**src/rtl/asop_pkg.sv**
```systemverilog
/*
 Package for the sample output port of a 12-bit pipelined converter.
 Holds widths, pipeline depth, rates and the data carrier struct.
 Assumes a single 250 MHz system clock.
*/
package asop_pkg;
	// ==========================================================
	// Widths and depths
	localparam int ASOP_WORD_W = 12;
	localparam int ASOP_FIFO_DEPTH = 32;
	localparam int ASOP_PIPE_DEPTH = 6;
	// ==========================================================
	// Timing
	localparam int ASOP_CLK_MHZ = 250;
	localparam int ASOP_SAMPLE_MSPS = 40;
	// Shortest sample period rounds down to whole cycles
	localparam int ASOP_SAMPLE_CYC = ASOP_CLK_MHZ / ASOP_SAMPLE_MSPS;
	// ==========================================================
	// Offset binary midscale (zero differential input)
	localparam logic [11:0] ASOP_MIDSCALE = 12'h0800;
	localparam logic [11:0] ASOP_WORD_RST = 12'h0000;

	// Sample word as carried through the pipeline and FIFO
	typedef struct packed {
		logic [11:0] code;
		logic fresh;
	} asop_sample_t;
endpackage : asop_pkg

```
**src/rtl/asop_fifo.sv**
```systemverilog
/*
 Synchronous FIFO with valid/ready on both sides.
 Assumes one clock and a synchronous active-high reset.
*/
`timescale 1ns/100ps
module asop_fifo #(
	parameter int WIDTH = 13,
	parameter int DEPTH = 32
) (
	// Clock and reset
	input wire logic clk,
	input wire logic reset,
	// Fill side
	input wire logic in_valid,
	output logic in_ready,
	input wire logic [WIDTH-1:0] in_data,
	// Drain side
	output logic out_valid,
	input wire logic out_ready,
	output logic [WIDTH-1:0] out_data
);
	localparam int AW = $clog2(DEPTH);
	logic [WIDTH-1:0] mem [DEPTH];
	logic [AW-1:0] wr_reg;
	logic [AW-1:0] rd_reg;
	logic [AW:0] cnt_reg;
	wire push = in_valid && in_ready;
	wire pop = out_valid && out_ready;

	// ==========================================================
	// Honest flags from the occupancy count
	assign in_ready = (cnt_reg != (AW+1)'(DEPTH));
	assign out_valid = (cnt_reg != '0);
	assign out_data = mem[rd_reg];

	// Storage has no reset; only pointers and count matter
	always_ff @(posedge clk) begin
		if (push) begin
			mem[wr_reg] <= in_data;
		end
	end

	// Pointers and count
	always_ff @(posedge clk) begin
		if (reset) begin
			wr_reg <= '0;
			rd_reg <= '0;
			cnt_reg <= '0;
		end else begin
			if (push) wr_reg <= AW'(wr_reg + 1'b1);
			if (pop) rd_reg <= AW'(rd_reg + 1'b1);
			cnt_reg <= (AW+1)'(cnt_reg + push - pop);
		end
	end
endmodule : asop_fifo

```
**src/rtl/asop_port.sv**
```systemverilog
/*
 Digital output side of a 12-bit pipelined converter: samples on the
 sample clock, pipelines, buffers in a FIFO, drives three-state outputs.
 Assumes the analog front end delivers a ready two's-complement code.
*/
// Behaviour
// - Capture the analog value on every rising sample clock edge while active.
// - Output enable low drives data; high floats all twelve data outputs.
// - Shutdown request high enters power-down; low returns to active conversion.
// - Result is a 12-bit offset-binary word, monotonic with input.
// - Sustain 40 Msps; capturer takes one word per sample clock.
// - Output bit zero is the LSB, bit eleven the MSB.
`timescale 1ns/100ps
module asop_port
	import asop_pkg::*;
#(
	parameter int PIPE_DEPTH = ASOP_PIPE_DEPTH,
	parameter int FIFO_DEPTH = ASOP_FIFO_DEPTH
) (
	// Clock and reset
	input wire logic clk,
	input wire logic reset,
	// Pins from capturing logic, synchronous to clk
	input wire logic sample_clk,
	input wire logic output_enable_n,
	input wire logic shutdown_request,
	// Converted analog level as signed two's complement
	input wire logic [11:0] analog_level,
	// Three-state data pins
	output logic [11:0] sample_word_out,
	output logic [11:0] sample_word_oe,
	output logic powered_down
);
	typedef enum logic [1:0] {
		ASOP_ACTIVE = 2'b00,
		ASOP_DOWN = 2'b01
	} asop_state_t;

	asop_state_t state_reg;
	logic sclk_prev_reg;
	asop_sample_t pipe_reg [PIPE_DEPTH];
	logic [11:0] word_reg;
	logic [11:0] oe_reg;
	logic pd_reg;
	logic fifo_valid;
	asop_sample_t fifo_out;

	// ==========================================================
	// Decode of edge, mode and conversion
	wire sample_edge = sample_clk && !sclk_prev_reg;
	wire active = (state_reg == ASOP_ACTIVE);
	wire take = sample_edge && active;
	// Two's complement to offset binary: flip sign bit keeps code monotonic
	wire [11:0] offset_code = analog_level ^ ASOP_MIDSCALE;
	wire asop_sample_t new_sample = '{code: offset_code, fresh: 1'b1};
	// Drain one word per sample edge so output stays paced to the clock
	wire drain = sample_edge && active;
	wire fifo_in_ready;

	// Edge detector on the synchronous sample clock
	always_ff @(posedge clk) begin
		if (reset) sclk_prev_reg <= 1'b0;
		else sclk_prev_reg <= sample_clk;
	end

	// Mode: level on shutdown_request picks the state directly
	always_ff @(posedge clk) begin
		if (reset) state_reg <= ASOP_ACTIVE;
		else begin
			unique case (state_reg)
				ASOP_ACTIVE: if (shutdown_request) state_reg <= ASOP_DOWN;
				ASOP_DOWN: if (!shutdown_request) state_reg <= ASOP_ACTIVE;
				default: state_reg <= ASOP_ACTIVE;
			endcase
		end
	end

	// ==========================================================
	// Conversion pipeline, one stage per sample edge; flushed in power-down
	// so stale words are marked not fresh while it refills.
	// Head stage split from the rest so no stage ever names index -1
	genvar gi;
	generate
		for (gi = 0; gi < PIPE_DEPTH; gi++) begin : g_pipe
			if (gi == 0) begin : g_head
				// Head stage loads the freshly converted code
				always_ff @(posedge clk) begin
					if (reset || !active) pipe_reg[gi] <= '0;
					else if (take) pipe_reg[gi] <= new_sample;
				end
			end else begin : g_body
				// Later stages shift one place per sample edge
				always_ff @(posedge clk) begin
					if (reset || !active) pipe_reg[gi] <= '0;
					else if (take) pipe_reg[gi] <= pipe_reg[gi-1];
				end
			end
		end
	endgenerate

	// Buffer between the pipeline and the pins
	asop_fifo #(
		.WIDTH($bits(asop_sample_t)),
		.DEPTH(FIFO_DEPTH)
	) u_fifo (
		.clk(clk),
		.reset(reset || !active),
		.in_valid(take),
		.in_ready(fifo_in_ready),
		.in_data(pipe_reg[PIPE_DEPTH-1]),
		.out_valid(fifo_valid),
		.out_ready(drain),
		.out_data(fifo_out)
	);

	// ==========================================================
	// Output register: one word per sample edge, bit 0 is LSB
	always_ff @(posedge clk) begin
		if (reset) begin
			word_reg <= ASOP_WORD_RST;
			oe_reg <= '0;
			pd_reg <= 1'b0;
		end else begin
			if (drain && fifo_valid) word_reg <= fifo_out.code;
			oe_reg <= {ASOP_WORD_W{!output_enable_n}};
			pd_reg <= !active;
		end
	end

	assign sample_word_out = word_reg;
	assign sample_word_oe = oe_reg;
	assign powered_down = pd_reg;

	// ==========================================================
	// Checks
	property p_oe_follows;
		@(posedge clk) disable iff (reset)
		1'b1 |=> (sample_word_oe == {12{!$past(output_enable_n)}});
	endproperty
	a_oe_follows: assert property (p_oe_follows) else $error("oe wrong");

	property p_float;
		@(posedge clk) disable iff (reset)
		output_enable_n [*2] |-> sample_word_oe == 12'h0000;
	endproperty
	a_float: assert property (p_float) else $error("outputs not floating");

	property p_pd_enter;
		@(posedge clk) disable iff (reset)
		shutdown_request |-> ##2 powered_down;
	endproperty
	a_pd_enter: assert property (p_pd_enter) else $error("no power-down");

	property p_pd_exit;
		@(posedge clk) disable iff (reset)
		!shutdown_request [*2] |-> ##1 !powered_down;
	endproperty
	a_pd_exit: assert property (p_pd_exit) else $error("no return to active");

	property p_offset;
		@(posedge clk) disable iff (reset)
		1'b1 |-> offset_code == {~analog_level[11], analog_level[10:0]};
	endproperty
	a_offset: assert property (p_offset) else $error("offset code wrong");

	property p_stage0;
		@(posedge clk) disable iff (reset)
		take && !shutdown_request |=> pipe_reg[0].code == $past(offset_code);
	endproperty
	a_stage0: assert property (p_stage0) else $error("sample not captured");

	property p_word;
		@(posedge clk) disable iff (reset)
		drain && fifo_valid |=> sample_word_out == $past(fifo_out.code);
	endproperty
	a_word: assert property (p_word) else $error("word not presented");

	property p_hold;
		@(posedge clk) disable iff (reset)
		!drain |=> $stable(sample_word_out);
	endproperty
	a_hold: assert property (p_hold) else $error("word changed off edge");

	// One push and one pop per edge: the buffer must never run out of room
	property p_room;
		@(posedge clk) disable iff (reset)
		take |-> fifo_in_ready;
	endproperty
	a_room: assert property (p_room) else $error("buffer full at sample edge");
endmodule : asop_port

```
**config.mk**
```make
export PLATFORM = sky130hd
export DESIGN_NAME = asop_port
export DESIGN_NICKNAME = d
export VERILOG_FILES = /design/src/rtl/asop_pkg.sv /design/src/rtl/asop_fifo.sv /design/src/rtl/asop_port.sv
export SDC_FILE = /design/constraint.sdc
export NUM_CORES = 1
export LEC_CHECK = 0
export BUFFER_PORTS_ARGS = -buffer_cell sky130_fd_sc_hd__buf_2
export CAP_MARGIN = 40
export CORE_MARGIN = 2
export CORE_UTILIZATION = 45
export DETAILED_ROUTE_END_ITERATION = 6
export PLACE_DENSITY_LB_ADDON = 0.05
export SLEW_MARGIN = 5
export SYNTH_ARGS = -nofsm -noshare
export SYNTH_HDL_FRONTEND = slang
export SYNTH_SLANG_ARGS = --single-unit
```
**constraint.sdc**
```tcl
create_clock -name clk -period 7.7 [get_ports clk]
set_input_delay 0 -clock clk [delete_from_list [all_inputs] [get_ports clk]]
set_output_delay 0 -clock clk [all_outputs]
set_load 0.01 [all_outputs]
```
==> impl_results.md, run 1 <==
- Status: finished, final reports clean
- Busiest grt layer: met2
- Cell Chain, Critical Path: buf_12, mux4_2, a22o_1, a2111oi_2, a21oi_1, a22o_1
- Max-slew violation count: 0
- RSZ-0062 raised after global routing: false
- Final Util: 0.525
- Post-synth EDFFs: approximately 460
- H-tree Lvls: 2
- Synthesized Nets: 1007
- First-pass GRT wire length: 62300 µm
- Met3 Use GR: 0.0343
- Final hold viol count: 0
- Routability cong.: between 0.7 and 0.8
- Cell area after synthesis: between 15000 and 20000 µm²
- Initial Util: 0.453
- Final period util: 0.391
- Die height: 209 µm
- Hold slack final: approximately 0.23 ns
- VDD IR-drop max: 174 µV
- Die W: ~210 µm
- Min-Delay Path Class: input port to flop
- Commonest non-fill, non-tap cell in the layout: edfxtp_1
- Clock latency on the worst-skew pair: 0.60 ns
- Initial DRC Count: between 500 and 600
- TritonCTS Buffers: 51
- Total negative slack: 0 ns
- Area contributors post-synth: edfxtp_1, mux4_2, dfxtp_1
- Yosys cell types: between 40 and 50
- Final Skew: ~0.030 ns
- Crit path buffers/inverters: 1
- Ys async rst share: 0
- Mapped Cells: 975
- Met1 Usage GRT: 0.282
- HPWL after detailed placement: approximately 26000 µm
- Antenna violations before repair: 0
- Die Area: 43600 µm²
- Synth warnings: 0
- DR pass1 iterations: 7
- Seq cells post-synth: 488
- Largest net degree at the start of global routing: between 100 and 150
- Total number of vias: roughly 9100
- Kind of critical path: flop to flop
- Maximum Capacitance Violations: 0
- Num ports: between 40 and 50
- Final wirelength: 42000 µm
- Critical Path End Type: flop
- Vias in the first global route: 9294
- Row cnt: 75
- Worst-path maximum fanout: between 100 and 150
- Area leader, netlist: edfxtp_1
- Post-CTS Setup Inserts: 0
- Clock sink total: ~500
- Most used cell, CP: a22o_1
- Nets: ~1100
- Max reg flops: 384
- Worst Tran Pin Value: around 0.96 ns
- Tot GR Track Use: 0.197
- Pwr dens: around 270 nW/µm²
- Slew headroom: 0.358
- Startpoint types: flop
- FMAX: between 300 and 400 MHz
- Layout cells sized above 1: 0.239
- Sequential cell area fraction in the yosys report: 0.759
- Antenna Violating Nets Remaining: 0
- Worst endpoint required time: 8.19 ns
- Number of endpoints failing setup at the final stage: 0
- Post-route minimum period: around 3.0 ns
- Via density: 5.45
- Global-route track usage on met2: 0.315
- Most frequent cells in the layout: edfxtp_1, and2_1, mux4_2
- Root buffer cell: clkbuf_16
- Diode count: 0
- Critical Path Slowest Stage Cell: buf_12
- Arr. time, crit path: about 3.5 ns
- Delay-heaviest family, CP: compound AO/OA/AOI/OAI gates
- Top cell type's share of synthesized area: 0.725
- Fin cells: roughly 1700
- Area growth syn-to-layout: 15.9%
- Congestion Overflow GR: 0
- CTS max path bufs: 3
- CTS tree: done
- Synth Flop Type: edfxtp_1
- IO Port Bufs: around 40
- Cell leakage power: roughly 7.3 nW
- CP peak stage delay: 0.63 ns
- Worst-path clk slew: around 0.060 ns
- DRC: 0
- Placed Cells: around 1500
- Avg Synthesized Cell Area: 19.4 µm²
- WL/cell: around 25 µm
- CORE AREA: around 42000 µm²
-- stage by stage --
stage          setup slack (ns)  instance area, µm²  power, W
6_report                   4.69               21900   0.00600
5_1_grt                    4.51               21900   0.00622
4_1_cts                    4.58               21900   0.00608
3_5_place_dp               4.61               20000   0.00364
3_3_place_gp               4.63               19700   0.00362
2_1_floorplan              5.17               18900   0.00348
-- power by group --
| group | switching [W] | leakage, nW | internal, W |
|---|---|---|---|
| Clock | 0.000990 | 0.808 | 0.00144 |
| Sequential | 0.0000536 | 4.64 | 0.00297 |
| Combinational | 0.000295 | 1.89 | 0.000257 |
-- cell usage after synthesis (all sizes together), types with 4 or more instances --
cell type,instances
nand3b,5
nor2b,6
edfxtp,456
o221ai,12
and2,73
mux2i,55
nor2,55
clkbuf,27
mux4,72
inv,10
a22oi,11
nand4,4
nand2,9
xor2,7
dfxtp,32
o22ai,11
a21oi,28
xnor2,4
buf,35
a2111oi,11
a22o,22
ha,14
-- cell families after synthesis --
group                    synth area share
XOR/XNOR                          0.00510
buffers and inverters              0.0220
AO/OA/AOI/OAI                      0.0423
adder cells (fa/ha/maj)            0.0103
AND/OR/NAND/NOR                    0.0457
flip-flops                          0.759
multiplexers                        0.115
-- layer usage --
metal	up-vias	wire length, µm
met3	55	2250
met4	0	772
met1	4685	19000
met2	226	20000
met5	-	0
li1	4092	-
-- cell type report --
type,count,area (µm²)
fill,3390,19800
multi-input combinational,415,4180
clock inverter,21,213
inverter,10,37.5
sequential,488,14300
clock buffer,75,1450
timing repair buffer,115,997
tap,539,674
-- worst register-to-register path: cells and delay by family, from the launching register on --
| kind | cells | cell delay [ns] |
|---|---|---|
| compound gates | 4 | 1.07 |
| buf+inv | 1 | 0.63 |
| flops | 1 | 0.51 |
| mux | 1 | 0.69 |
-- what timing repair did --
action                                  4_1_cts  5_1_grt
gates resized for setup                       0        0
endpoints found under the setup margin        0        0
hold buffers                                 19        0
endpoints found under the hold margin        26        0
-- path summary, 6_finish.rpt --
kind              cells past startpoint  slack (ns)            endpoint             start
hold / removal                        3        0.23      pipe_reg[0][8]   analog_level[7]
hold reg to reg                       2        0.49    u_fifo.rd_reg[1]  u_fifo.rd_reg[1]
setup reg to reg                      6        4.69  sample_word_out[0]  u_fifo.rd_reg[0]
setup / recovery                      6        4.69  sample_word_out[0]  u_fifo.rd_reg[0]
Power figures use the tool's default switching activity.
==> run 2, diff against run 1 <==
==> constraint.sdc (replaced) <==
create_clock -name clk -period 2.4 [get_ports clk]
set_input_delay 0 -clock clk [delete_from_list [all_inputs] [get_ports clk]]
set_output_delay 0 -clock clk [all_outputs]
set_load 0.01 [all_outputs]
==> run 2 against run 1 <==
Against the previous run: combinational power rose to 4.0 times the previous value; wire length fell by 4.6%; core utilization increased by 1.4 points; critical path type unchanged; critical endpoint is now sample_word_out[4]; largest power group unchanged.
==> impl_results.md, run 2 (synthesized netlist as in run 1, its figures left out) <==
- Via density: roughly 5.3
- Worst-path clk slew: about 0.060 ns
- Reg-to-reg endpoint: sample_word_out[4]
- Clock latency on the worst-skew pair: a little under 0.6 ns
- Fill cells: between 3000 and 4000
- Maximum Capacitance Violations: 0
- Row cnt: 75
- Commonest non-fill, non-tap cell in the layout: edfxtp_1
- Nets: around 1200
- Die W: around 210 µm
- Most used cell, CP: a22o_1
- Placed cell areas: just over 20000 µm²
- Vias in the first global route: between 9000 and 10000
- Critical path endpoint: sample_word_out[4]
- Cell Chain, Critical Path: buf_12, mux4_2, a22o_1, a2111oi_2, a21oi_1, a22o_1
- Kind of critical path: flop to flop
- Antenna violations before repair: 0
- Max reg flops: 384
- Root buffer cell: clkbuf_16
- Cell leakage power: about 7.7 nW
- Arr. time, crit path: between 2 and 3 ns
- Die height: 209 µm
- Fin cells: 1723
- Antenna Violating Nets Remaining: 0
- Num ports: between 40 and 50
- DRC: 0
- Congestion Overflow GR: 0
- Worst Tran Pin Value: between 0.8 and 0.9 ns
- Clock sink total: around 490
- Max-slew violation count: 0
- WL/cell: 23.3 µm
- Final period util: 0.970
- Tot GR Track Use: 0.189
- Worst-path maximum fanout: 22
- Largest net degree at the start of global routing: a little over 70
- Startpoint types: flop
- Crit. Startpoint: u_fifo.rd_reg[0]
- Initial DRC Count: around 570
- Final hold viol count: 0
- FMAX: roughly 430 MHz
- Reg2reg start: u_fifo.rd_reg[0]
- CTS max path bufs: 3
- Worst R2R Setup Slack: ~0.072 ns
- Total number of vias: approximately 9000
- Post-route minimum period: approximately 2.3 ns
- Final Skew: roughly 0.010 ns
- VDD IR-drop max: between 600 and 700 µV
- Pwr dens: 865 nW/µm²
- IO Port Bufs: a little over 40
- Layout cells sized above 1: 0.276
- Final wirelength: between 40000 and 50000 µm
- Routability cong.: approximately 0.76
- Hold slack final: roughly 0.23 ns
- H-tree Lvls: 2
- Slew headroom: 0.418
- Placed Cells: roughly 1600
- DR pass1 iterations: 5
- CTS tree: done
- Diode count: 0
- Die Area: approximately 44000 µm²
- Worst r2r path cells: 6
- Area growth syn-to-layout: 19.1%
- Final Instance Area: 22500 µm²
- CORE AREA: 41700 µm²
- RSZ-0062 raised after global routing: true
- Status: finished, final reports clean
- HPWL after detailed placement: around 24000 µm
- Worst endpoint required time: between 2 and 3 ns
- Critical Path Slowest Stage Cell: mux4_2
- TritonCTS Buffers: 51
- First-pass GRT wire length: just over 60000 µm
- Most frequent cells in the layout: edfxtp_1, buf_4, and2_1
- Min-Delay Path Class: input port to flop
- Initial Util: 0.453
- Number of endpoints failing setup at the final stage: 0
- CP peak stage delay: 0.52 ns
- Critical Path End Type: flop
run 2: through the flow:
step	setup TNS (ns)	setup WS (ns)	utilization	total power, W
6_report	0	0.0724	0.540	0.0194
5_1_grt	-0.0684	-0.0671	0.540	0.0202
4_1_cts	0	0.000469	0.538	0.0196
3_5_place_dp	-0.151	-0.103	0.493	0.0119
3_3_place_gp	-0.107	-0.0742	0.489	0.0119
2_1_floorplan	-0.0177	-0.0177	-	0.0112
run 2: worst min path at each step:
stage | startpoint | to | slack (ns) | cells past startpoint
6_report | analog_level[11] | pipe_reg[0][12] | 0.23 | 3
5_1_grt | analog_level[7] | pipe_reg[0][8] | 0.20 | 3
4_1_cts | analog_level[4] | pipe_reg[0][5] | 0.18 | 3
3_5_place_dp | output_enable_n | sample_word_oe[0] | 0.17 | 2
3_3_place_gp | output_enable_n | sample_word_oe[0] | 0.17 | 2
2_1_floorplan | output_enable_n | sample_word_oe[0] | 0.07 | 1
run 2: repair_timing:
| item | in CTS | in global routing |
|---|---|---|
| resized for setup | 7 | 11 |
| pin swaps | 1 | 7 |
| buffers inserted | 0 | 1 |
| hold buffers | 19 | 0 |
| endpoints found under the hold margin | 19 | 0 |
| setup endpoints to repair | 5 | 6 |
run 2: layout make-up:
| cell class | instances | area [µm²] | area share |
|---|---|---|---|
| Multi-Input combinational cell | 415 | 4300 | 0.191 |
| Timing Repair Buffer | 176 | 1540 | 0.0683 |
| Inverter | 10 | 37.5 | 0.00167 |
| Clock buffer | 67 | 1360 | 0.0603 |
| Sequential cell | 488 | 14300 | 0.638 |
| Tap cell | 539 | 674 | 0.0300 |
| Clock inverter | 28 | 240 | 0.0107 |
run 2: worst max-delay path, delay by kind of cell (launching register included):
family | cells | cell delay (ns)
AOI/OAI and AO/OA | 4 | 1.05
muxes | 1 | 0.52
DFF | 1 | 0.42
buffers and inverters | 1 | 0.22
run 2: per-layer routing:
metal	up-vias	GRT usage	part of all wire
li1	4206	-	-
met1	4740	0.262	0.45
met2	155	0.306	0.49
met3	59	0.0364	0.038
met4	0	0.0534	0.023
met5	-	0	0
run 2: power breakdown:
| part | switching [W] | internal [W] | leakage [nW] |
|---|---|---|---|
| clock | 0.00317 | 0.00440 | 0.782 |
| sequential | 0.000135 | 0.00954 | 4.63 |
| combinational | 0.00109 | 0.00110 | 2.25 |
| total | 0.00440 | 0.0150 | 7.67 |
